## config.mk

```make
export PLATFORM = sky130hd
export DESIGN_NAME = serial_bus_phy_register_bank
export DESIGN_NICKNAME = d
export VERILOG_FILES = /design/src/verilog/link_request_receiver.v /design/src/verilog/serial_bus_phy_register_bank.v /design/src/verilog/status_shift_out.v
export VERILOG_INCLUDE_DIRS = /design/src /design/src/common
export SDC_FILE = /design/constraint.sdc
export NUM_CORES = 1
export LEC_CHECK = 0
export ABC_AREA = 0
export BUFFER_PORTS_ARGS = -buffer_cell sky130_fd_sc_hd__clkbuf_2
export CORE_AREA = 5 5 109 111
export CTS_CLUSTER_SIZE = 16
export DETAILED_ROUTE_END_ITERATION = 16
export DIE_AREA = 0 0 114 116
export GPL_TIMING_DRIVEN = 0
export PLACE_DENSITY = 0.76
export SLEW_MARGIN = 5
export SYNTH_ARGS = -nofsm -noshare
export SYNTH_HDL_FRONTEND = slang
export SYNTH_HIERARCHICAL = 1
export SYNTH_SLANG_ARGS = --single-unit
export TNS_END_PERCENT = 50
```

## constraint.sdc

```tcl
create_clock -name clock -period 2.4 [get_ports clock]
set_input_delay 0.24 -clock clock [delete_from_list [all_inputs] [get_ports clock]]
set_output_delay 0.24 -clock clock [all_outputs]
set_load 0.05 [all_outputs]
```

## src/common/phy_reg_map.vh

```
`ifndef PHY_REG_MAP_VH
`define PHY_REG_MAP_VH

// ****
// Register addresses
// ****
`define ADDR_NODE_IDENTITY 4'h0
`define ADDR_ROOT_RESET_GAP 4'h1
`define ADDR_SPEED_PORTS 4'h2
`define ADDR_PORT1_STATE 4'h3
`define ADDR_PORT2_STATE 4'h4
`define ADDR_PORT3_STATE 4'h5
`define ADDR_EVENT_FLAGS 4'h6
`define ADDR_SILICON_REV 4'h7
`define ADDR_RESERVED_EIGHT 4'h8
`define ADDR_SPEED_SHORT_RST 4'h9
`define ADDR_ROUND_TRIP_HIGH 4'hA
`define ADDR_ROUND_TRIP_LOW 4'hB

// ****
// Field positions, bit 7 leftmost
// ****
`define BIT_ROOT_CLAIM 7
`define BIT_BUS_RESET_TRIGGER 6
`define BIT_LOOP_SUSPECTED 7
`define BIT_SUPPLY_DROP 6
`define BIT_FORCE_LOW_SPEED 1
`define BIT_ARB_RESET_REQUEST 0

// ****
// Fixed and reset values
// ****
`define TOP_SPEED_CODE 2'h1
`define SPEED_CODE_LOW 2'h0
`define PORT_COUNT_CODE 5'h03
`define GAP_COUNT_RESET 6'h00
`define SILICON_REVISION_DEFAULT 4'h1

// ****
// Control pair codes, device driving
// ****
`define CTL_IDLE 2'h0
`define CTL_STATUS 2'h1
`define CTL_RECEIVE 2'h2
`define CTL_GRANT 2'h3
// Link driving after a grant
`define CTL_LINK_RELEASE 2'h0
`define CTL_LINK_TRANSMIT 2'h2

// ****
// Request types and stop positions
// ****
`define REQ_TYPE_READ 3'h4
`define REQ_TYPE_WRITE 3'h5
`define REQ_STOP_BUS 5'd5
`define REQ_STOP_READ 5'd7
`define REQ_STOP_WRITE 5'd15

// ****
// Timing
// ****
`define STATUS_SYMBOLS 3'd6

`endif

```

## src/verilog/link_request_receiver.v

```verilog
`timescale 1ns/10ps
`include "phy_reg_map.vh"

module link_request_receiver (
   // System
   input wire clock,
   input wire rstn,
   // Serial request line
   input wire requestLine,
   // Decoded request
   output reg reqValid,
   output reg [2:0] reqType,
   output reg [1:0] reqSpeed,
   output reg [3:0] reqAddr,
   output reg [7:0] reqData,
   output reg reqBad
);
   localparam IDLE = 1'b0;
   localparam COLLECT = 1'b1;

   reg state_r;
   reg [4:0] bitCnt_r;
   reg [14:0] shift_r;
   reg [2:0] type_r;
   wire [2:0] typeNow;
   reg [4:0] stopIdx;

   assign typeNow = (bitCnt_r == 5'd3) ? shift_r[2:0] : type_r;

   always @* begin
      case (typeNow)
         `REQ_TYPE_READ: stopIdx = `REQ_STOP_READ;
         `REQ_TYPE_WRITE: stopIdx = `REQ_STOP_WRITE;
         default: stopIdx = `REQ_STOP_BUS;
      endcase
   end

   always @(posedge clock or negedge rstn) begin
      if (!rstn) begin
         state_r <= IDLE;
         bitCnt_r <= 5'h00;
         shift_r <= 15'h0000;
         type_r <= 3'h0;
         reqValid <= 1'b0;
         reqType <= 3'h0;
         reqSpeed <= 2'h0;
         reqAddr <= 4'h0;
         reqData <= 8'h00;
         reqBad <= 1'b0;
      end else begin
         reqValid <= 1'b0;
         reqBad <= 1'b0;
         case (state_r)
            IDLE: begin
               // A 1 on an idle line is the start bit [RULE25]
               if (requestLine) begin
                  state_r <= COLLECT;
                  bitCnt_r <= 5'h00;
               end
            end
            COLLECT: begin
               if (bitCnt_r == 5'd3)
                  type_r <= shift_r[2:0];
               if (bitCnt_r >= 5'd3 && bitCnt_r == stopIdx) begin
                  state_r <= IDLE;
                  reqType <= typeNow;
                  reqSpeed <= shift_r[1:0];
                  reqAddr <= (typeNow == `REQ_TYPE_WRITE) ? shift_r[11:8] : shift_r[3:0];
                  reqData <= shift_r[7:0];
                  // Missing stop bit marks the request malformed [RULE15]
                  if (requestLine)
                     reqBad <= 1'b1;
                  else
                     reqValid <= 1'b1;
               end else begin
                  shift_r <= {shift_r[13:0], requestLine};
                  bitCnt_r <= bitCnt_r + 5'd1;
               end
            end
            default: state_r <= IDLE;
         endcase
      end
   end
endmodule // link_request_receiver

```

## src/verilog/serial_bus_phy_register_bank.v

```verilog
// Behaviour
// [RULE1] Read-only 6-bit node number from self-identification.
// [RULE2] Address 0 shows root status and cable power present.
// [RULE3] Root claim bit asks to become root at next bus reset.
// [RULE4] Bus reset trigger starts a reset and self-clears once it happened.
// [RULE5] Writable 6-bit gap count steers arbitration gap timing.
// [RULE6] Top speed code reads 01, meaning 200 Mbit/s.
// [RULE7] Port count reads fixed pattern 00011, three ports.
// [RULE8] Per port, two 2-bit line states per twisted pair; the code maps one 2-bit state for each of pair A and pair B.
// [RULE9] Per port, downstream flag: 1 child, 0 parent.
// [RULE10] Per port, attached flag set when active cable connected.
// [RULE11] Per port, high-speed capable bit reads 1 for 200 Mbit/s.
// [RULE12] Loop suspected flag set when tree identification times out.
// [RULE13] Supply drop flag set on cable power fall; mirror repeats power.
// [RULE14] Reset originator flag set when this node began the last reset.
// [RULE15] Bad request flag set on malformed serial request.
// [RULE16] 4-bit silicon revision in low half of address 7.
// [RULE17] Address 9 shows whether low-speed strap pin is held low.
// [RULE18] Force low speed bit makes node 100 Mbit/s only; resets 0.
// [RULE19] Arbitrated reset request starts short reset, self-clears after it.
// [RULE20] 16-bit round trip counter from config packet sent to first receive.
// [RULE21] Link reads, writes, requests via serial line; device forwards receives.
// [RULE22] Data path to the link is always 2 bits wide.
// [RULE23] Device control codes: idle, status, receive, grant.
// [RULE24] After grant link drives release, hold or transmit.
// [RULE25] Serial requests start with 1, end with 0 stop bit.
// [RULE26] Type 100 reads with status answer, 101 writes, 110/111 ignored.
// [RULE27] Reset clears writable controls and event flags.
`timescale 1ns/10ps
`include "phy_reg_map.vh"

module serial_bus_phy_register_bank #(
   parameter [3:0] SILICON_REVISION = `SILICON_REVISION_DEFAULT, // Arbitrary value
   parameter NUM_PORTS = 3
) (
   // System
   input wire clock,
   input wire rstn,
   // Link request line
   input wire linkRequestLine,
   // Link control pair
   input wire [1:0] linkControlIn,
   output reg [1:0] linkControlOut,
   output reg linkControlOe,
   // Link data pair
   input wire [1:0] linkDataIn,
   output reg [1:0] linkDataOut,
   output reg linkDataOe,
   // Node state from the core
   input wire [5:0] nodeNumber,
   input wire isRoot,
   input wire cablePowerPresent,
   input wire [2*NUM_PORTS-1:0] pairALineState,
   input wire [2*NUM_PORTS-1:0] pairBLineState,
   input wire [NUM_PORTS-1:0] downstreamPortFlag,
   input wire [NUM_PORTS-1:0] attachedFlag,
   input wire [NUM_PORTS-1:0] portHighSpeedCapable,
   input wire lowSpeedStrapPin,
   // Core events, one-cycle pulses
   input wire treeIdTimeout,
   input wire busResetDone,
   input wire configPacketSent,
   input wire packetReceived,
   input wire grantLink,
   // Cable receive stream
   input wire rxValid,
   input wire [1:0] rxData,
   // Controls toward the core
   output wire rootClaim,
   output wire busResetRequest,
   output wire shortResetRequest,
   output wire [5:0] gapCount,
   output wire lowSpeedOnly,
   output reg busRequestValid,
   output reg [2:0] busRequestType,
   output reg [1:0] busRequestSpeed,
   // Link transmit stream toward the core
   output reg txValid,
   output reg [1:0] txData
);
   // ****
   // Request decode
   // ****
   wire reqValid;
   wire [2:0] reqType;
   wire [1:0] reqSpeed;
   wire [3:0] reqAddr;
   wire [7:0] reqData;
   wire reqBad;

   link_request_receiver requestRx (
      .clock(clock),
      .rstn(rstn),
      .requestLine(linkRequestLine),
      .reqValid(reqValid),
      .reqType(reqType),
      .reqSpeed(reqSpeed),
      .reqAddr(reqAddr),
      .reqData(reqData),
      .reqBad(reqBad)
   );

   wire isWrite = reqValid && (reqType == `REQ_TYPE_WRITE); // [RULE26]
   wire isRead = reqValid && (reqType == `REQ_TYPE_READ); // [RULE26]
   wire isBusReq = reqValid && !reqType[2]; // [RULE21]
   wire wrRootGap = isWrite && (reqAddr == `ADDR_ROOT_RESET_GAP);
   wire wrEvents = isWrite && (reqAddr == `ADDR_EVENT_FLAGS);
   wire wrSpeedRst = isWrite && (reqAddr == `ADDR_SPEED_SHORT_RST);

   // ****
   // Writable controls
   // ****
   reg rootClaim_r;
   reg busResetTrigger_r;
   reg [5:0] gapCount_r;
   reg forceLowSpeed_r;
   reg arbResetRequest_r;
   reg originator_r;

   always @(posedge clock or negedge rstn) begin
      if (!rstn) begin
         rootClaim_r <= 1'b0; // [RULE27]
         busResetTrigger_r <= 1'b0;
         gapCount_r <= `GAP_COUNT_RESET;
         forceLowSpeed_r <= 1'b0; // [RULE18]
         arbResetRequest_r <= 1'b0;
         originator_r <= 1'b0;
      end else begin
         if (wrRootGap) begin
            rootClaim_r <= reqData[`BIT_ROOT_CLAIM]; // [RULE3]
            gapCount_r <= reqData[5:0]; // [RULE5]
         end
         // A write of 1 beats the clear
         if (wrRootGap && reqData[`BIT_BUS_RESET_TRIGGER])
            busResetTrigger_r <= 1'b1; // [RULE4]
         else if (busResetDone)
            busResetTrigger_r <= 1'b0; // [RULE4]
         else if (wrRootGap)
            busResetTrigger_r <= 1'b0;
         if (wrSpeedRst)
            forceLowSpeed_r <= reqData[`BIT_FORCE_LOW_SPEED]; // [RULE18]
         if (wrSpeedRst && reqData[`BIT_ARB_RESET_REQUEST])
            arbResetRequest_r <= 1'b1; // [RULE19]
         else if (busResetDone)
            arbResetRequest_r <= 1'b0; // [RULE19]
         else if (wrSpeedRst)
            arbResetRequest_r <= 1'b0;
         // Several nodes may claim the last reset
         if (busResetDone)
            originator_r <= busResetTrigger_r | arbResetRequest_r; // [RULE14]
      end
   end

   assign rootClaim = rootClaim_r; // [RULE3]
   assign busResetRequest = busResetTrigger_r; // [RULE4]
   assign shortResetRequest = arbResetRequest_r; // [RULE19]
   assign gapCount = gapCount_r; // [RULE5]
   assign lowSpeedOnly = forceLowSpeed_r; // [RULE18]

   // ****
   // Event flags
   // ****
   reg loopFlag_r;
   reg supplyDrop_r;
   reg badRequest_r;
   reg powerPrev_r;
   reg strapLow_r;
   reg pendRead_r;
   reg [3:0] pendAddr_r;
   reg linkOwns_r;
   wire statusBusy;
   wire powerFell = powerPrev_r && !cablePowerPresent;
   wire pairTaken = linkOwns_r || rxValid || grantLink;
   wire statusLoad = pendRead_r && !statusBusy && !pairTaken;
   // Cleared on loading the answer, which still shows it
   wire rdEvents = statusLoad && (pendAddr_r == `ADDR_EVENT_FLAGS);

   always @(posedge clock or negedge rstn) begin
      if (!rstn) begin
         loopFlag_r <= 1'b0; // [RULE27]
         supplyDrop_r <= 1'b0;
         badRequest_r <= 1'b0;
         powerPrev_r <= 1'b0;
         strapLow_r <= 1'b0;
      end else begin
         powerPrev_r <= cablePowerPresent;
         strapLow_r <= !lowSpeedStrapPin; // [RULE17]
         // Hardware set beats a same-cycle write
         if (treeIdTimeout)
            loopFlag_r <= 1'b1; // [RULE12]
         else if (wrEvents)
            loopFlag_r <= reqData[`BIT_LOOP_SUSPECTED];
         if (powerFell)
            supplyDrop_r <= 1'b1; // [RULE13]
         else if (wrEvents)
            supplyDrop_r <= reqData[`BIT_SUPPLY_DROP];
         if (reqBad)
            badRequest_r <= 1'b1; // [RULE15]
         else if (rdEvents)
            badRequest_r <= 1'b0;
      end
   end

   // ****
   // Round trip counter
   // ****
   reg [15:0] roundTrip_r;
   reg counting_r;

   always @(posedge clock or negedge rstn) begin
      if (!rstn) begin
         roundTrip_r <= 16'h0000;
         counting_r <= 1'b0;
      end else if (configPacketSent) begin
         roundTrip_r <= 16'h0000; // [RULE20]
         counting_r <= 1'b1;
      end else if (counting_r) begin
         // Held until the next configuration packet
         if (packetReceived)
            counting_r <= 1'b0; // [RULE20]
         else if (roundTrip_r != 16'hFFFF)
            roundTrip_r <= roundTrip_r + 16'h0001; // [RULE20]
      end
   end

   // ****
   // Register read map
   // ****
   wire [8*NUM_PORTS-1:0] portBytes;
   genvar p;
   generate
      for (p = 0; p < NUM_PORTS; p = p + 1) begin : portMap
         assign portBytes[8*p +: 8] = {pairALineState[2*p +: 2], // [RULE8]
            pairBLineState[2*p +: 2], // [RULE8]
            downstreamPortFlag[p], // [RULE9]
            attachedFlag[p], // [RULE10]
            1'b0,
            portHighSpeedCapable[p]}; // [RULE11]
      end
   endgenerate

   function [7:0] readReg;
      input [3:0] addr;
      begin
         case (addr)
            `ADDR_NODE_IDENTITY: readReg = {nodeNumber, isRoot, cablePowerPresent}; // [RULE1] [RULE2]
            `ADDR_ROOT_RESET_GAP: readReg = {rootClaim_r, busResetTrigger_r, gapCount_r};
            `ADDR_SPEED_PORTS: readReg = {`TOP_SPEED_CODE, 1'b0, `PORT_COUNT_CODE}; // [RULE6] [RULE7]
            `ADDR_PORT1_STATE: readReg = portBytes[7:0];
            `ADDR_PORT2_STATE: readReg = portBytes[15:8];
            `ADDR_PORT3_STATE: readReg = portBytes[23:16];
            `ADDR_EVENT_FLAGS: readReg = {loopFlag_r, supplyDrop_r, cablePowerPresent, // [RULE13]
               originator_r, badRequest_r, 3'h0}; // [RULE14] [RULE15]
            `ADDR_SILICON_REV: readReg = {4'h0, SILICON_REVISION}; // [RULE16]
            `ADDR_SPEED_SHORT_RST: readReg = {5'h00, strapLow_r, // [RULE17]
               forceLowSpeed_r, arbResetRequest_r};
            `ADDR_ROUND_TRIP_HIGH: readReg = roundTrip_r[15:8]; // [RULE20]
            `ADDR_ROUND_TRIP_LOW: readReg = roundTrip_r[7:0]; // [RULE20]
            default: readReg = 8'h00;
         endcase
      end
   endfunction

   // ****
   // Bus requests toward the core
   // ****
   always @(posedge clock or negedge rstn) begin
      if (!rstn) begin
         busRequestValid <= 1'b0;
         busRequestType <= 3'h0;
         busRequestSpeed <= 2'h0;
      end else begin
         busRequestValid <= isBusReq; // [RULE21]
         if (isBusReq) begin
            busRequestType <= reqType;
            // Low speed mode or strap caps the speed
            busRequestSpeed <= (forceLowSpeed_r || strapLow_r) ? `SPEED_CODE_LOW : reqSpeed; // [RULE18]
         end
      end
   end

   // ****
   // Status answer to reads
   // ****
   // One read waits while the pair is taken; a newer read replaces it
   wire [1:0] statusPair;

   always @(posedge clock or negedge rstn) begin
      if (!rstn) begin
         pendRead_r <= 1'b0;
         pendAddr_r <= 4'h0;
      end else if (isRead) begin
         pendRead_r <= 1'b1; // [RULE26]
         pendAddr_r <= reqAddr;
      end else if (statusLoad) begin
         pendRead_r <= 1'b0;
      end
   end

   status_shift_out statusTx (
      .clock(clock),
      .rstn(rstn),
      .load(statusLoad),
      .word({pendAddr_r, readReg(pendAddr_r)}),
      .hold(pairTaken),
      .busy(statusBusy),
      .pairOut(statusPair)
   );

   // ****
   // Control and data pair drive
   // ****
   reg [1:0] ctlNxt;
   reg [1:0] dataNxt;
   reg driveNxt;

   always @* begin
      ctlNxt = `CTL_IDLE;
      dataNxt = 2'h0;
      driveNxt = 1'b1;
      if (linkOwns_r) begin
         driveNxt = 1'b0; // [RULE24]
      end else if (rxValid) begin
         ctlNxt = `CTL_RECEIVE; // [RULE23]
         dataNxt = rxData; // [RULE21] [RULE22]
      end else if (grantLink) begin
         ctlNxt = `CTL_GRANT; // [RULE23]
      end else if (statusBusy) begin
         ctlNxt = `CTL_STATUS; // [RULE23]
         dataNxt = statusPair; // [RULE22]
      end
   end

   always @(posedge clock or negedge rstn) begin
      if (!rstn) begin
         linkControlOut <= `CTL_IDLE;
         linkControlOe <= 1'b0;
         linkDataOut <= 2'h0;
         linkDataOe <= 1'b0;
         linkOwns_r <= 1'b0;
         txValid <= 1'b0;
         txData <= 2'h0;
      end else begin
         linkControlOut <= ctlNxt;
         linkControlOe <= driveNxt;
         linkDataOut <= dataNxt;
         linkDataOe <= driveNxt;
         // Link owns the pair until it drives release
         if (!linkOwns_r && !rxValid && grantLink)
            linkOwns_r <= 1'b1; // [RULE24]
         else if (linkOwns_r && linkControlOe == 1'b0 && linkControlIn == `CTL_LINK_RELEASE)
            linkOwns_r <= 1'b0; // [RULE24]
         txValid <= linkOwns_r && !linkControlOe && (linkControlIn == `CTL_LINK_TRANSMIT);
         txData <= linkDataIn; // [RULE22]
      end
   end
endmodule // serial_bus_phy_register_bank

```

## src/verilog/status_shift_out.v

```verilog
`timescale 1ns/10ps
`include "phy_reg_map.vh"

module status_shift_out (
   // System
   input wire clock,
   input wire rstn,
   // Load side
   input wire load,
   input wire [11:0] word,
   // Stall while the pair is taken
   input wire hold,
   // Symbol side
   output wire busy,
   output wire [1:0] pairOut
);
   reg [11:0] shift_r;
   reg [2:0] left_r;

   assign busy = (left_r != 3'd0);
   assign pairOut = shift_r[11:10];

   always @(posedge clock or negedge rstn) begin
      if (!rstn) begin
         shift_r <= 12'h000;
         left_r <= 3'd0;
      end else if (load && !busy) begin
         shift_r <= word;
         left_r <= `STATUS_SYMBOLS;
      end else if (busy && !hold) begin
         // Two bits per clock on the data pair [RULE22]
         shift_r <= {shift_r[9:0], 2'h0};
         left_r <= left_r - 3'd1;
      end
   end
endmodule // status_shift_out
```

==> results by group, run 1 <==
Global routing
  • Largest net degree at the start of global routing: 107
  • Vias in the first global route: 4375
  • Initial antenna violation count: 0
  • GRT overflow: 0
  • Gr usage total: 21.5%
  • First-pass GRT wire length: 22.5 mm

Cells and area
  • Layout Nets: 649
  • ANT cells: 0
  • Area growth from synthesis to layout: 16.2%
  • Share of layout cells above drive strength 1: 31.6%

Detailed routing
  • Routed wl met2: 6.31 mm
  • Max layer used: met4
  • Routed via count: 4410
  • Via density: 5.92
  • WL/cell: 18.3 um
  • Detailed Route WL: 13.7 mm
  • DRT iter0 DRCs: 465
  • DR pass1 iterations: 5
  • M1 wire length: 6.12 mm
  • Drt drc: 0
  • Post-route ant nets: 0
  • Met3 Wirelength: 906 um

Synth
  • Post-synth EDFFs: 0
  • Largest cells by area after synthesis: dfrtp_1, mux2_2, mux2_4
  • Top-area cell type share of the netlist area: 47.4%
  • Netlist cell types: 76
  • Top-count cell post-synth: dfrtp_1
  • Sequential area share after synthesis: 47.4%
  • Post-synth ARST share: 100%
  • Syn Nets: 557
  • Synth top cells by count: dfrtp_1, a21oi_1, mux2_2, inv_1, nor2_1
  • Seq cells post-synth: 106
  • Mapped Area: 5600 um^2
  • Post-Syn Instances: 508
  • Avg Inst Size Synth: 11.0 um^2
  • Yosys warnings: 6
  • Largest area contributor in the netlist: dfrtp_1
  • Top_reg_cell synth: dfrtp_1

STA
  • Final-report setup violation count: 0
  • WHS: 12.5 ps
  • Worst rel slew slack: 11.6%
  • Tmin final: 2330 ps
  • Setup TNS: 0 ps
  • Worst Tran Pin Value: 1310 ps
  • Achievable frequency: 429 MHz
  • Tcrit/Tclk final: 97.2%
  • Worst Clk Skew: 15.5 ps
  • Final hold violation count: 0
  • Max Slew Vio Count: 0

Worst setup path
  • Worst path arrival time: 2610 ps
  • CP Capture Type: flop
  • CP max FO: 10
  • Worst path required time: 2680 ps
  • Crit-path cells: ha_2, or4b_4, buf_6, o31ai_4, mux2_2, mux2_4
  • Type of the worst setup path: flop to flop
  • CP max stage cell: or4b_4
  • Delay-heaviest family, CP: multiplexers
  • Delay of the slowest critical-path stage: 490 ps
  • WP buf/inv: 1
  • Worst setup SP type: flop

CTS
  • Root Buffer: clkbuf_8
  • CTS tree: done
  • Reg clk slew, reported paths: 110 ps
  • Worst skew pair latency: 390 ps
  • CTS Buf Count: 9
  • CTS H-tree lvls: 3
  • Maximum root-to-sink buffer count: 2
  • Clock tree sinks: 106

Placed design
  • Number of I/O port buffers: 67
  • HPWL Detailed: 9.72 mm
  • Gpl congestion: 0.959

Die
  • Die ar.: 13200 um^2
  • DIE WIDTH: 114 um
  • Std cell rows: 38
  • Initial core utilization: 52.3%
  • Die height: 116 um
  • Io pins: 70
  • Core box area: 10700 um^2

Power and ir drop
  • Max VDD drop: 0.652 mV
  • Lkg Pwr: 2.97 nW
  • PD cells: 1080 nW/um^2

Run status
  • Outcome: complete, no violations

Run
  • Max-Cap Viols: 0

Worst hold path
  • Hold Crit Class: input pin to flop
[through the flow]
stage	worst slack [ps]	cell area, um^2	total power, mW	cells	utilization [%]
after floorplan	92.6	5600	4.83	508	-
after global placement	-272	6110	5.42	715	57.1
after detailed placement	-121	6120	5.52	715	57.2
after CTS	6.61	6440	6.95	738	60.2
after global routing	-0.732	6500	7.47	745	60.8
final	66.8	6500	7.03	745	60.8
[final cells by class]
cell class / count / area (um^2)
buffer: 30 / 183
clock buffer: 9 / 124
inverter: 31 / 116
sequential: 106 / 2660
timing repair buffer: 81 / 459
multi-input combinational: 341 / 2650
tap: 140 / 175
fill: 888 / 4200
clock inverter: 7 / 136
[sequential cells by signal, indices dropped and copies added, names as in the netlist, 2 cells and up]
register	flops
requestRx/reqData	7
statusTx/left_r	3
linkControlOut	2
requestRx/reqAddr	4
requestRx/shift_r	12
linkDataOut	2
txData	2
roundTrip_r	16
busRequestSpeed	2
requestRx/bitCnt_r	5
requestRx/type_r	3
busRequestType	3
pendAddr_r	4
gapCount	6
requestRx/reqType	3
statusTx/shift_r	12
[routing by layer]
layer,global-route usage (%),vias up
li1,-,2043
met1,30.1,2159
met2,34.2,182
met3,3.34,26
met4,7.92,0
met5,0,-
[placed cells by master (no fill, tap or decap), drive strengths merged, types with 5 or more instances in the layout]
cell type / synthesis / final
inv: 31 / 33
dfrtp: 106 / 106
clkbuf: 13 / 89
mux2: 52 / 52
nand2: 25 / 25
a22oi: 9 / 9
xnor2: 7 / 7
nand3: 9 / 9
nor2b: 12 / 12
nand3b: 5 / 5
o32ai: 13 / 13
nand2b: 9 / 9
nand4: 7 / 7
o21ai: 16 / 16
nor4: 7 / 7
nand4b: 5 / 5
buf: 17 / 27
nor2: 24 / 24
and3: 7 / 7
nor3: 15 / 15
a21oi: 42 / 42
mux2i: 9 / 9
[power breakdown]
group / internal (mW) / switching, mW
registers: 2.30 / 0.484
clock network: 0.716 / 0.683
logic: 1.39 / 1.46
total: 4.41 / 2.62
[path summary, 6_finish.rpt]
path / start / endpoint / slack (ps) / cells past startpoint
min reg2reg: requestRx/reqBad / badRequest_r / 450 / 1
min: linkControlIn[0] / txValid / 10 / 2
max: requestRx/bitCnt_r[1] / requestRx/reqAddr[0] / 70 / 6
max reg2reg: requestRx/bitCnt_r[1] / requestRx/reqAddr[0] / 70 / 6
min in group asynchronous: rstn / requestRx/reqData[7] / 470 / 2
max in group asynchronous: rstn / requestRx/bitCnt_r[0] / 1260 / 2
[cells by family after synthesis]
kind of cell	after synthesis	share of synthesized area, %
xor+xnor	8	1.25
mux	62	13.8
flops	106	47.4
fa+ha+maj	4	0.894
compound gates	122	15.4
simple gates	145	16.0
buf+inv	61	5.28
[what timing repair did]
item                                    4_1_cts  5_1_grt
pin swaps                                     2        3
hold buffers                                  4        0
endpoints found under the setup margin       21       35
buffers inserted                              3        7
resized for setup                             3        2
cloned                                        0        0
endpoints found under the hold margin        91        0
Note: power is estimated with default switching activity, not from simulation.
==> inputs of run 2 (changes only) <==
--- a/config.mk
+++ b/config.mk
@@ -8,12 +8,13 @@
 export LEC_CHECK = 0
 export ABC_AREA = 0
 export BUFFER_PORTS_ARGS = -buffer_cell sky130_fd_sc_hd__clkbuf_2
-export CORE_AREA = 5 5 109 111
+export CORE_AREA = 5 5 103 105
 export CTS_CLUSTER_SIZE = 16
 export DETAILED_ROUTE_END_ITERATION = 16
-export DIE_AREA = 0 0 114 116
+export DIE_AREA = 0 0 108 110
 export GPL_TIMING_DRIVEN = 0
-export PLACE_DENSITY = 0.76
+export PLACE_DENSITY = 0.81
+export SETUP_SLACK_MARGIN = 0.15
 export SLEW_MARGIN = 5
 export SYNTH_ARGS = -nofsm -noshare
 export SYNTH_HDL_FRONTEND = slang
==> constraint.sdc (replaced) <==
create_clock -name clock -period 2.85 [get_ports clock]
set_input_delay 0.285 -clock clock [delete_from_list [all_inputs] [get_ports clock]]
set_output_delay 0.285 -clock clock [all_outputs]
set_load 0.05 [all_outputs]
==> run 2 against run 1 <==
The flow now finishes with violations (hold timing); utilization up 5.6 points; cell area down 2.5%; non-clock buffer count down 12; worst hold slack worse by 27 ps; sequential cell count unchanged; total power down 20%; clock skew down 5.6 ps; count of clock-buffer cells in the layout up 2; clock power down 30%; critical endpoint is now requestRx/shift_r[6]; highest routed layer unchanged.
==> results by group, run 2 (same netlist as run 1, synthesis figures left out) <==
Worst setup path
  • WP buf/inv: 2 (was 1)
  • Delay of the slowest critical-path stage: 510 ps (was 490 ps)
  • CP max FO: 10 (unchanged)
  • CP Capture Type: flop (unchanged)
  • Type of the worst setup path: flop to flop (unchanged)
  • Crit-path cells: ha_1, or4b_4, buf_6, o211ai_1, o211ai_2, nand2_2, buf_6, mux2_4 (was ha_2, or4b_4, buf_6, o31ai_4, mux2_2, mux2_4)
  • Delay-heaviest family, CP: simple AND/OR/NAND/NOR gates (was multiplexers)
  • Worst path arrival time: 2820 ps (was 2610 ps)
  • CP max stage cell: dfrtp_1 (was or4b_4)
  • Worst path required time: 3120 ps (was 2680 ps)
  • Worst setup SP type: flop (unchanged)
  • Top cell by count, worst path: buf_6

STA
  • Worst rel slew slack: 23.9% (was 11.6%)
  • Final hold violation count: 6 (was 0)
  • WHS: -14.7 ps (was 12.5 ps)
  • Tcrit/Tclk final: 89.6% (was 97.2%)
  • Worst Tran Pin Value: 1130 ps (was 1310 ps)
  • Setup TNS: 0 ps (unchanged)
  • Final-report setup violation count: 0 (unchanged)
  • Max Slew Vio Count: 0 (unchanged)
  • RSZ-0062 raised after global routing: no
  • Achievable frequency: 391 MHz (was 429 MHz)
  • Tmin final: 2550 ps (was 2330 ps)
  • Worst Clk Skew: 9.93 ps (was 15.5 ps)

CTS
  • CTS H-tree lvls: 3 (unchanged)
  • Root Buffer: clkbuf_8 (unchanged)
  • Maximum root-to-sink buffer count: 2 (unchanged)
  • Clock tree sinks: 106 (unchanged)
  • Post-CTS Hold Buffers: 2 (was 4)
  • CTS tree: done (unchanged)
  • Reg clk slew, reported paths: 100 ps (was 110 ps)
  • Setup Buffers After CTS: 0 (was 3)
  • PostCTS Resize Cnt: 0 (was 3)
  • Worst skew pair latency: 380 ps (was 390 ps)
  • CTS Buf Count: 9 (unchanged)

Global routing
  • Vias in the first global route: 4277 (was 4375)
  • Initial antenna violation count: 0 (unchanged)
  • Gr usage total: 23.5% (was 21.5%)
  • GRT overflow: 0 (unchanged)
  • First-pass GRT wire length: 21.7 mm (was 22.5 mm)
  • Largest net degree at the start of global routing: 107 (unchanged)

Run status
  • Violated checks: hold timing
  • Outcome: finished with violations (was complete, no violations)

Die
  • Initial core utilization: 58.6% (was 52.3%)
  • Die ar.: 11900 um^2 (was 13200 um^2)
  • Die height: 110 um (was 116 um)
  • DIE WIDTH: 108 um (was 114 um)
  • Core box area: 9550 um^2 (was 10700 um^2)
  • Std cell rows: 36 (was 38)
  • Io pins: 70 (unchanged)

Cells and area
  • Commonest non-fill, non-tap cell in the layout: dfrtp_1 (unchanged)
  • Commonest non-fill, non-tap cells in the layout: dfrtp_1, clkbuf_2, a21oi_1 (unchanged)
  • Layout Nets: 637 (was 649)
  • Biggest regs: roundTrip_r x16, requestRx/shift_r x12, statusTx/shift_r x12 (unchanged)
  • Storage element area: 2650 um^2 (was 2660 um^2)
  • Filler instances: 761 (was 888)
  • ANT cells: 0 (unchanged)
  • Share of layout cells above drive strength 1: 29.8% (was 31.6%)
  • Number of flip-flops in the largest register: 16 (unchanged)
  • Post-route cell area: 6340 um^2 (was 6500 um^2)
  • Area growth from synthesis to layout: 13.3% (was 16.2%)
  • Multi-input gate area: 2650 um^2 (about the same)
  • Biggest register: roundTrip_r (unchanged)

Run
  • Max-Cap Viols: 0 (unchanged)

Detailed routing
  • DRT iter0 DRCs: 325 (was 465)
  • Drt drc: 0 (unchanged)
  • Routed via count: 4353 (was 4410)
  • WL/cell: 18.4 um (was 18.3 um)
  • Post-route ant nets: 0 (unchanged)
  • Via density: 6.00 (was 5.92)
  • DR pass1 iterations: 6 (was 5)
  • Detailed Route WL: 13.4 mm (was 13.7 mm)

Placed design
  • Gpl congestion: 0.964 (was 0.959)
  • Number of I/O port buffers: 67 (unchanged)
  • Cell Area, Placed: 6110 um^2 (was 6120 um^2)
  • HPWL Detailed: 9.73 mm (was 9.72 mm)

Worst hold path
  • Hold Crit Class: input pin to asynchronous set/reset pin (was input pin to flop)

Power and ir drop
  • PD cells: 889 nW/um^2 (was 1080 nW/um^2)
  • Max VDD drop: 0.619 mV (was 0.652 mV)
  • Lkg Pwr: 2.90 nW (was 2.97 nW)
==> run 2: changes by cell type in the layout (fill, tap and decap cells not counted), moves of 2 or more <==
cell           delta
bufinv_16         -2
dfrtp_2           -2
buf_4            -10
dfrtp_1           +2
inv_8             -2
dlygate4sd3_1     -2
clkbuf_8          +2
==> run 2: per-layer routing <==
metal,part of all wire (%),global-route usage [%]
met1,41,31.6
met2,50,38.8
met3,6.0,4.25
met4,2.1,8.03
met5,0,0
==> run 2: cell type report <==
| type | instances | share of cell area [%] |
|---|---|---|
| Timing Repair Buffer | 69 | 5.74 |
| Clock inverter | 5 | 0.947 |
| Tap cell | 133 | 2.63 |
| Buffer | 30 | 2.82 |
| Sequential cell | 106 | 41.8 |
| Clock buffer | 11 | 2.39 |
| Inverter | 31 | 1.84 |
| Multi-Input combinational cell | 341 | 41.8 |
==> run 2: worst reg2reg max path, cell delays in order, from the launching register on <==
cell	delay [ps]
dfrtp_1	510
ha_1	280
or4b_4	510
buf_6	170
o211ai_1	160
o211ai_2	200
nand2_2	130
buf_6	180
mux2_4	310
==> run 2: final timing paths <==
path	startpoint	end	slack, ps	cells past startpoint
min reg2reg	requestRx/reqBad	badRequest_r	440	1
min	rstn	counting_r	-10	1
max in group asynchronous	rstn	statusTx/shift_r[1]	2270	1
min in group clock	lowSpeedStrapPin	strapLow_r	40	2
max reg2reg	requestRx/bitCnt_r[1]	requestRx/shift_r[6]	300	8
max	requestRx/bitCnt_r[1]	requestRx/shift_r[6]	300	8
==> run 2: where the power goes <==
| part | total (mW) | switching, mW | internal, mW |
|---|---|---|---|
| combinational | 2.31 | 1.21 | 1.10 |
| sequential | 2.35 | 0.421 | 1.93 |
| clock | 0.978 | 0.520 | 0.458 |
==> run 2: metrics by stage <==
stage / setup slack, ps / utilization, % / power [mW] / cells
floorplan: 543 / - / 4.07 / 508
global placement: 111 / 63.9 / 4.53 / 708
detailed placement: 333 / 64.0 / 4.64 / 708
CTS: 318 / 66.4 / 5.64 / 726
global route: 201 / 66.4 / 5.96 / 726
finish: 295 / 66.4 / 5.64 / 726
==> inputs of run 3 (changes only) <==
--- a/config.mk
+++ b/config.mk
@@ -6,14 +6,16 @@
 export SDC_FILE = /design/constraint.sdc
 export NUM_CORES = 1
 export LEC_CHECK = 0
-export ABC_AREA = 0
+export ABC_AREA = 1
 export BUFFER_PORTS_ARGS = -buffer_cell sky130_fd_sc_hd__clkbuf_2
-export CORE_AREA = 5 5 103 105
+export CELL_PAD_IN_SITES_DETAIL_PLACEMENT = 0
+export CELL_PAD_IN_SITES_GLOBAL_PLACEMENT = 1
+export CORE_AREA = 5 5 116 118
 export CTS_CLUSTER_SIZE = 16
 export DETAILED_ROUTE_END_ITERATION = 16
-export DIE_AREA = 0 0 108 110
+export DIE_AREA = 0 0 121 123
 export GPL_TIMING_DRIVEN = 0
-export PLACE_DENSITY = 0.81
+export PLACE_DENSITY_LB_ADDON = 0.1
 export SETUP_SLACK_MARGIN = 0.15
 export SLEW_MARGIN = 5
 export SYNTH_ARGS = -nofsm -noshare
==> run 3 against run 2 <==
The flow now finishes without violations; area after synthesis shrank 1.2%; fmax up 24%; sequential cell count did not move; first-iteration DRC count shrank 26%; via count is 7.4% higher; critical path type unchanged; largest cell class unchanged.
==> results by group, run 3 <==
Global routing
  • GRT overflow: 0 (unchanged)
  • GR Util met3: 4.35% (was 4.25%)
  • Vias in the first global route: 4492 (was 4277)
  • First-pass GRT wire length: 22.4 mm (was 21.7 mm)
  • Initial antenna violation count: 0 (unchanged)
  • Grt peak-use layer: met2 (unchanged)
  • GRT met2 Usage: 34.2% (was 38.8%)
  • Grt met1 use: 23.9% (was 31.6%)
  • Largest net degree at the start of global routing: 107 (unchanged)
  • Gr usage total: 19.2% (was 23.5%)

CTS
  • Post-CTS Hold Buffers: 0 (was 2)
  • Reg clk slew, reported paths: 70 ps (was 100 ps)
  • Clock tree sinks: 106 (unchanged)
  • CTS tree: done (unchanged)
  • Maximum root-to-sink buffer count: 2 (unchanged)
  • CTS H-tree lvls: 3 (unchanged)
  • Setup Buffers After CTS: 0 (unchanged)
  • Worst skew pair latency: 360 ps (was 380 ps)
  • Root Buffer: clkbuf_16 (was clkbuf_8)
  • CTS Buf Count: 9 (unchanged)
  • PostCTS Resize Cnt: 0 (unchanged)

Synth
  • Netlist cell types: 36 (was 76)
  • Post-Syn Instances: 701 (was 508)
  • Top-area cell type share of the netlist area: 48.0% (was 47.4%)
  • Synth top cells by count: nand2_1, dfrtp_1, inv_1, nand3_1, nor2_1 (was dfrtp_1, a21oi_1, mux2_2, inv_1, nor2_1)
  • Post-synth ARST share: 100% (unchanged)
  • Seq cells post-synth: 106 (unchanged)
  • Mapped Area: 5530 um^2 (was 5600 um^2)
  • Sequential area share after synthesis: 48.0% (was 47.4%)
  • Top-count cell post-synth: nand2_1 (was dfrtp_1)
  • Largest area contributor in the netlist: dfrtp_1 (unchanged)
  • Largest cells by area after synthesis: dfrtp_1, nand2_1, nand3_1 (was dfrtp_1, mux2_2, mux2_4)
  • Post-synth EDFFs: 0 (unchanged)
  • Avg Inst Size Synth: 7.89 um^2 (was 11.0 um^2)
  • Top_reg_cell synth: dfrtp_1 (unchanged)
  • Yosys warnings: 6 (unchanged)
  • Syn Nets: 750 (was 557)

STA
  • Worst rel slew slack: 44.4% (was 23.9%)
  • Tmin final: 2050 ps (was 2550 ps)
  • Tcrit/Tclk final: 72.1% (was 89.6%)
  • Max Slew Vio Count: 0 (unchanged)
  • WHS: 25.1 ps (was -14.7 ps)
  • Final hold violation count: 0 (was 6)
  • RSZ-0062 raised after global routing: no (unchanged)
  • Final-report setup violation count: 0 (unchanged)
  • Worst Clk Skew: 9.69 ps (was 9.93 ps)
  • Worst Tran Pin Value: 834 ps (was 1130 ps)
  • Achievable frequency: 487 MHz (was 391 MHz)

Worst setup path
  • Delay-heaviest family, CP: simple AND/OR/NAND/NOR gates (unchanged)
  • WP buf/inv: 2 (unchanged)
  • Type of the worst setup path: flop to flop (unchanged)
  • Delay of the slowest critical-path stage: 390 ps (was 510 ps)
  • CP max stage cell: dfrtp_1 (unchanged)
  • Worst path arrival time: 2310 ps (was 2820 ps)
  • Crit path depth: 13 (was 8)
  • Worst setup SP type: flop (unchanged)
  • Worst path required time: 3100 ps (was 3120 ps)
  • R2r worst-path depth: 13 (was 8)
  • CP Capture Type: flop (unchanged)
  • CP max FO: 10 (unchanged)
  • Crit-path cells: ha_1, inv_1, nor2_4, nand2_2, nand2_1, nand2_2, a21oi_1, nor2_4, nand2_4, nand2_8, buf_6, nand3_1, nand2_1 (was ha_1, or4b_4, buf_6, o211ai_1, o211ai_2, nand2_2, buf_6, mux2_4)

Power and ir drop
  • Clock share of power: 22.9% (was 17.3%)
  • Sequential share of power: 40.7% (was 41.7%)
  • Switching pwr: 2.26 mW (was 2.15 mW)
  • Total power: 5.44 mW (was 5.64 mW)
  • Combinational Power Share: 36.4% (was 40.9%)
  • PD cells: 850 nW/um^2 (was 889 nW/um^2)
  • Lkg Pwr: 3.18 nW (was 2.90 nW)
  • Pint: 3.18 mW (was 3.49 mW)
  • Switching share of power: 41.5% (was 38.1%)
  • Max VDD drop: 0.545 mV (was 0.619 mV)

Cells and area
  • Multi-input gate area: 2390 um^2 (was 2650 um^2)
  • Share of layout cells above drive strength 1: 18.1% (was 29.8%)
  • Area growth from synthesis to layout: 15.6% (was 13.3%)
  • Number of flip-flops in the largest register: 16 (unchanged)
  • Storage element area: 2650 um^2 (unchanged)
  • Commonest non-fill, non-tap cell in the layout: nand2_1 (was dfrtp_1)
  • Biggest register: roundTrip_r (unchanged)
  • Post-route core utilization: 51.7% (was 66.4%)
  • Filler instances: 1263 (was 761)
  • ANT cells: 0 (unchanged)
  • Biggest regs: roundTrip_r x16, requestRx/shift_r x12, statusTx/shift_r x12 (unchanged)
  • Layout Nets: 830 (was 637)
  • Commonest non-fill, non-tap cells in the layout: nand2_1, dfrtp_1, inv_1 (was dfrtp_1, clkbuf_2, a21oi_1)
  • Post-route cell area: 6390 um^2 (was 6340 um^2)

Die
  • Die ar.: 14900 um^2 (was 11900 um^2)
  • Die height: 123 um (was 110 um)
  • DIE WIDTH: 121 um (was 108 um)
  • Io pins: 70 (unchanged)
  • Core box area: 12400 um^2 (was 9550 um^2)
  • Initial core utilization: 44.7% (was 58.6%)
  • Std cell rows: 41 (was 36)

Run
  • Max-Cap Viols: 0 (unchanged)

Detailed routing
  • Drt drc: 0 (unchanged)
  • Post-route ant nets: 0 (unchanged)
  • DR pass1 iterations: 4 (was 6)
  • DRT iter0 DRCs: 239 (was 325)
  • Routed via count: 4676 (was 4353)
  • Detailed Route WL: 13.8 mm (was 13.4 mm)
  • WL/cell: 14.4 um (was 18.4 um)
  • Via density: 4.88 (was 6.00)

Run status
  • Outcome: complete, no violations (was finished with violations)

Worst hold path
  • Hold Crit Class: input pin to asynchronous set/reset pin (unchanged)

Placed design
  • Number of I/O port buffers: 69 (was 67)
  • Gpl congestion: 0.857 (was 0.964)
  • HPWL Detailed: 10.5 mm (was 9.73 mm)
  • Cell Area, Placed: 6100 um^2 (was 6110 um^2)
## run 3: cell count changes after synthesis, moves of 31 or more
cell,before,now
nand2_1,23,218
o21ai_1,0,31
mux2_2,34,0
a21oi_1,42,9
nand3_1,7,66
inv_1,30,81
## run 3: per-stage QoR
| step | setup slack [ps] | instances | setup TNS [ps] |
|---|---|---|---|
| final | 796 | 958 | 0 |
| after global routing | 584 | 958 | 0 |
| after CTS | 798 | 958 | 0 |
| after detailed placement | 834 | 942 | 0 |
| after global placement | -6.55 | 942 | -202 |
| after floorplan | 1040 | 701 | 0 |
## run 3: power by group through the flow
stage               clock network (mW)  logic, mW  registers [mW]
finish                            1.24       1.98            2.21
floorplan                            0       1.36            2.35
global placement                     0       1.97            2.22
CTS                               1.28       2.01            2.21
detailed placement                   0       2.00            2.24
global route                      1.34       2.22            2.27
## run 3: per-layer routing
metal / part of all wire [%] / wire length (um)
met5: 0 / 0
met4: 1.0 / 142
met3: 3.0 / 412
met2: 52 / 7200
met1: 44 / 6060
## run 3: kinds of logic after synthesis
kind of cell,Yosys count,synth area share [%]
AO/OA/AOI/OAI,94,9.62
XOR/XNOR,7,1.11
flip-flops,106,48.0
AND/OR/NAND/NOR,384,31.6
adder cells (fa/ha/maj),4,0.905
buffers and inverters,106,8.83
## run 3: worst reg2reg max path: cells and delay by family, from the launching register on
kind / cells / cell delay (ps)
simple gates: 9 / 820
flops: 1 / 390
compound gates: 1 / 260
buf+inv: 2 / 250
fa+ha+maj: 1 / 230
## run 3: worst paths after layout
path	slack, ps	from	to
worst max-delay path	800	requestRx/bitCnt_r[0]	requestRx/bitCnt_r[1]
worst min-delay path	30	rstn	roundTrip_r[3]
worst max register to register	800	requestRx/bitCnt_r[0]	requestRx/bitCnt_r[1]
worst min register to register	470	requestRx/shift_r[11]	requestRx/shift_r[11]
max in group asynchronous	2250	rstn	gapCount[0]
min in group clock	30	linkDataIn[1]	txData[1]
## run 3: final cells by class
cell class	count	share of cell area, %
clock buffers	9	3.52
flip-flops and latches	106	41.5
plain buffers	20	2.58
well taps	172	3.37
inverters	86	5.05
clock inverters	7	1.10
multi-input cells	489	37.4
repair buffers	69	5.54
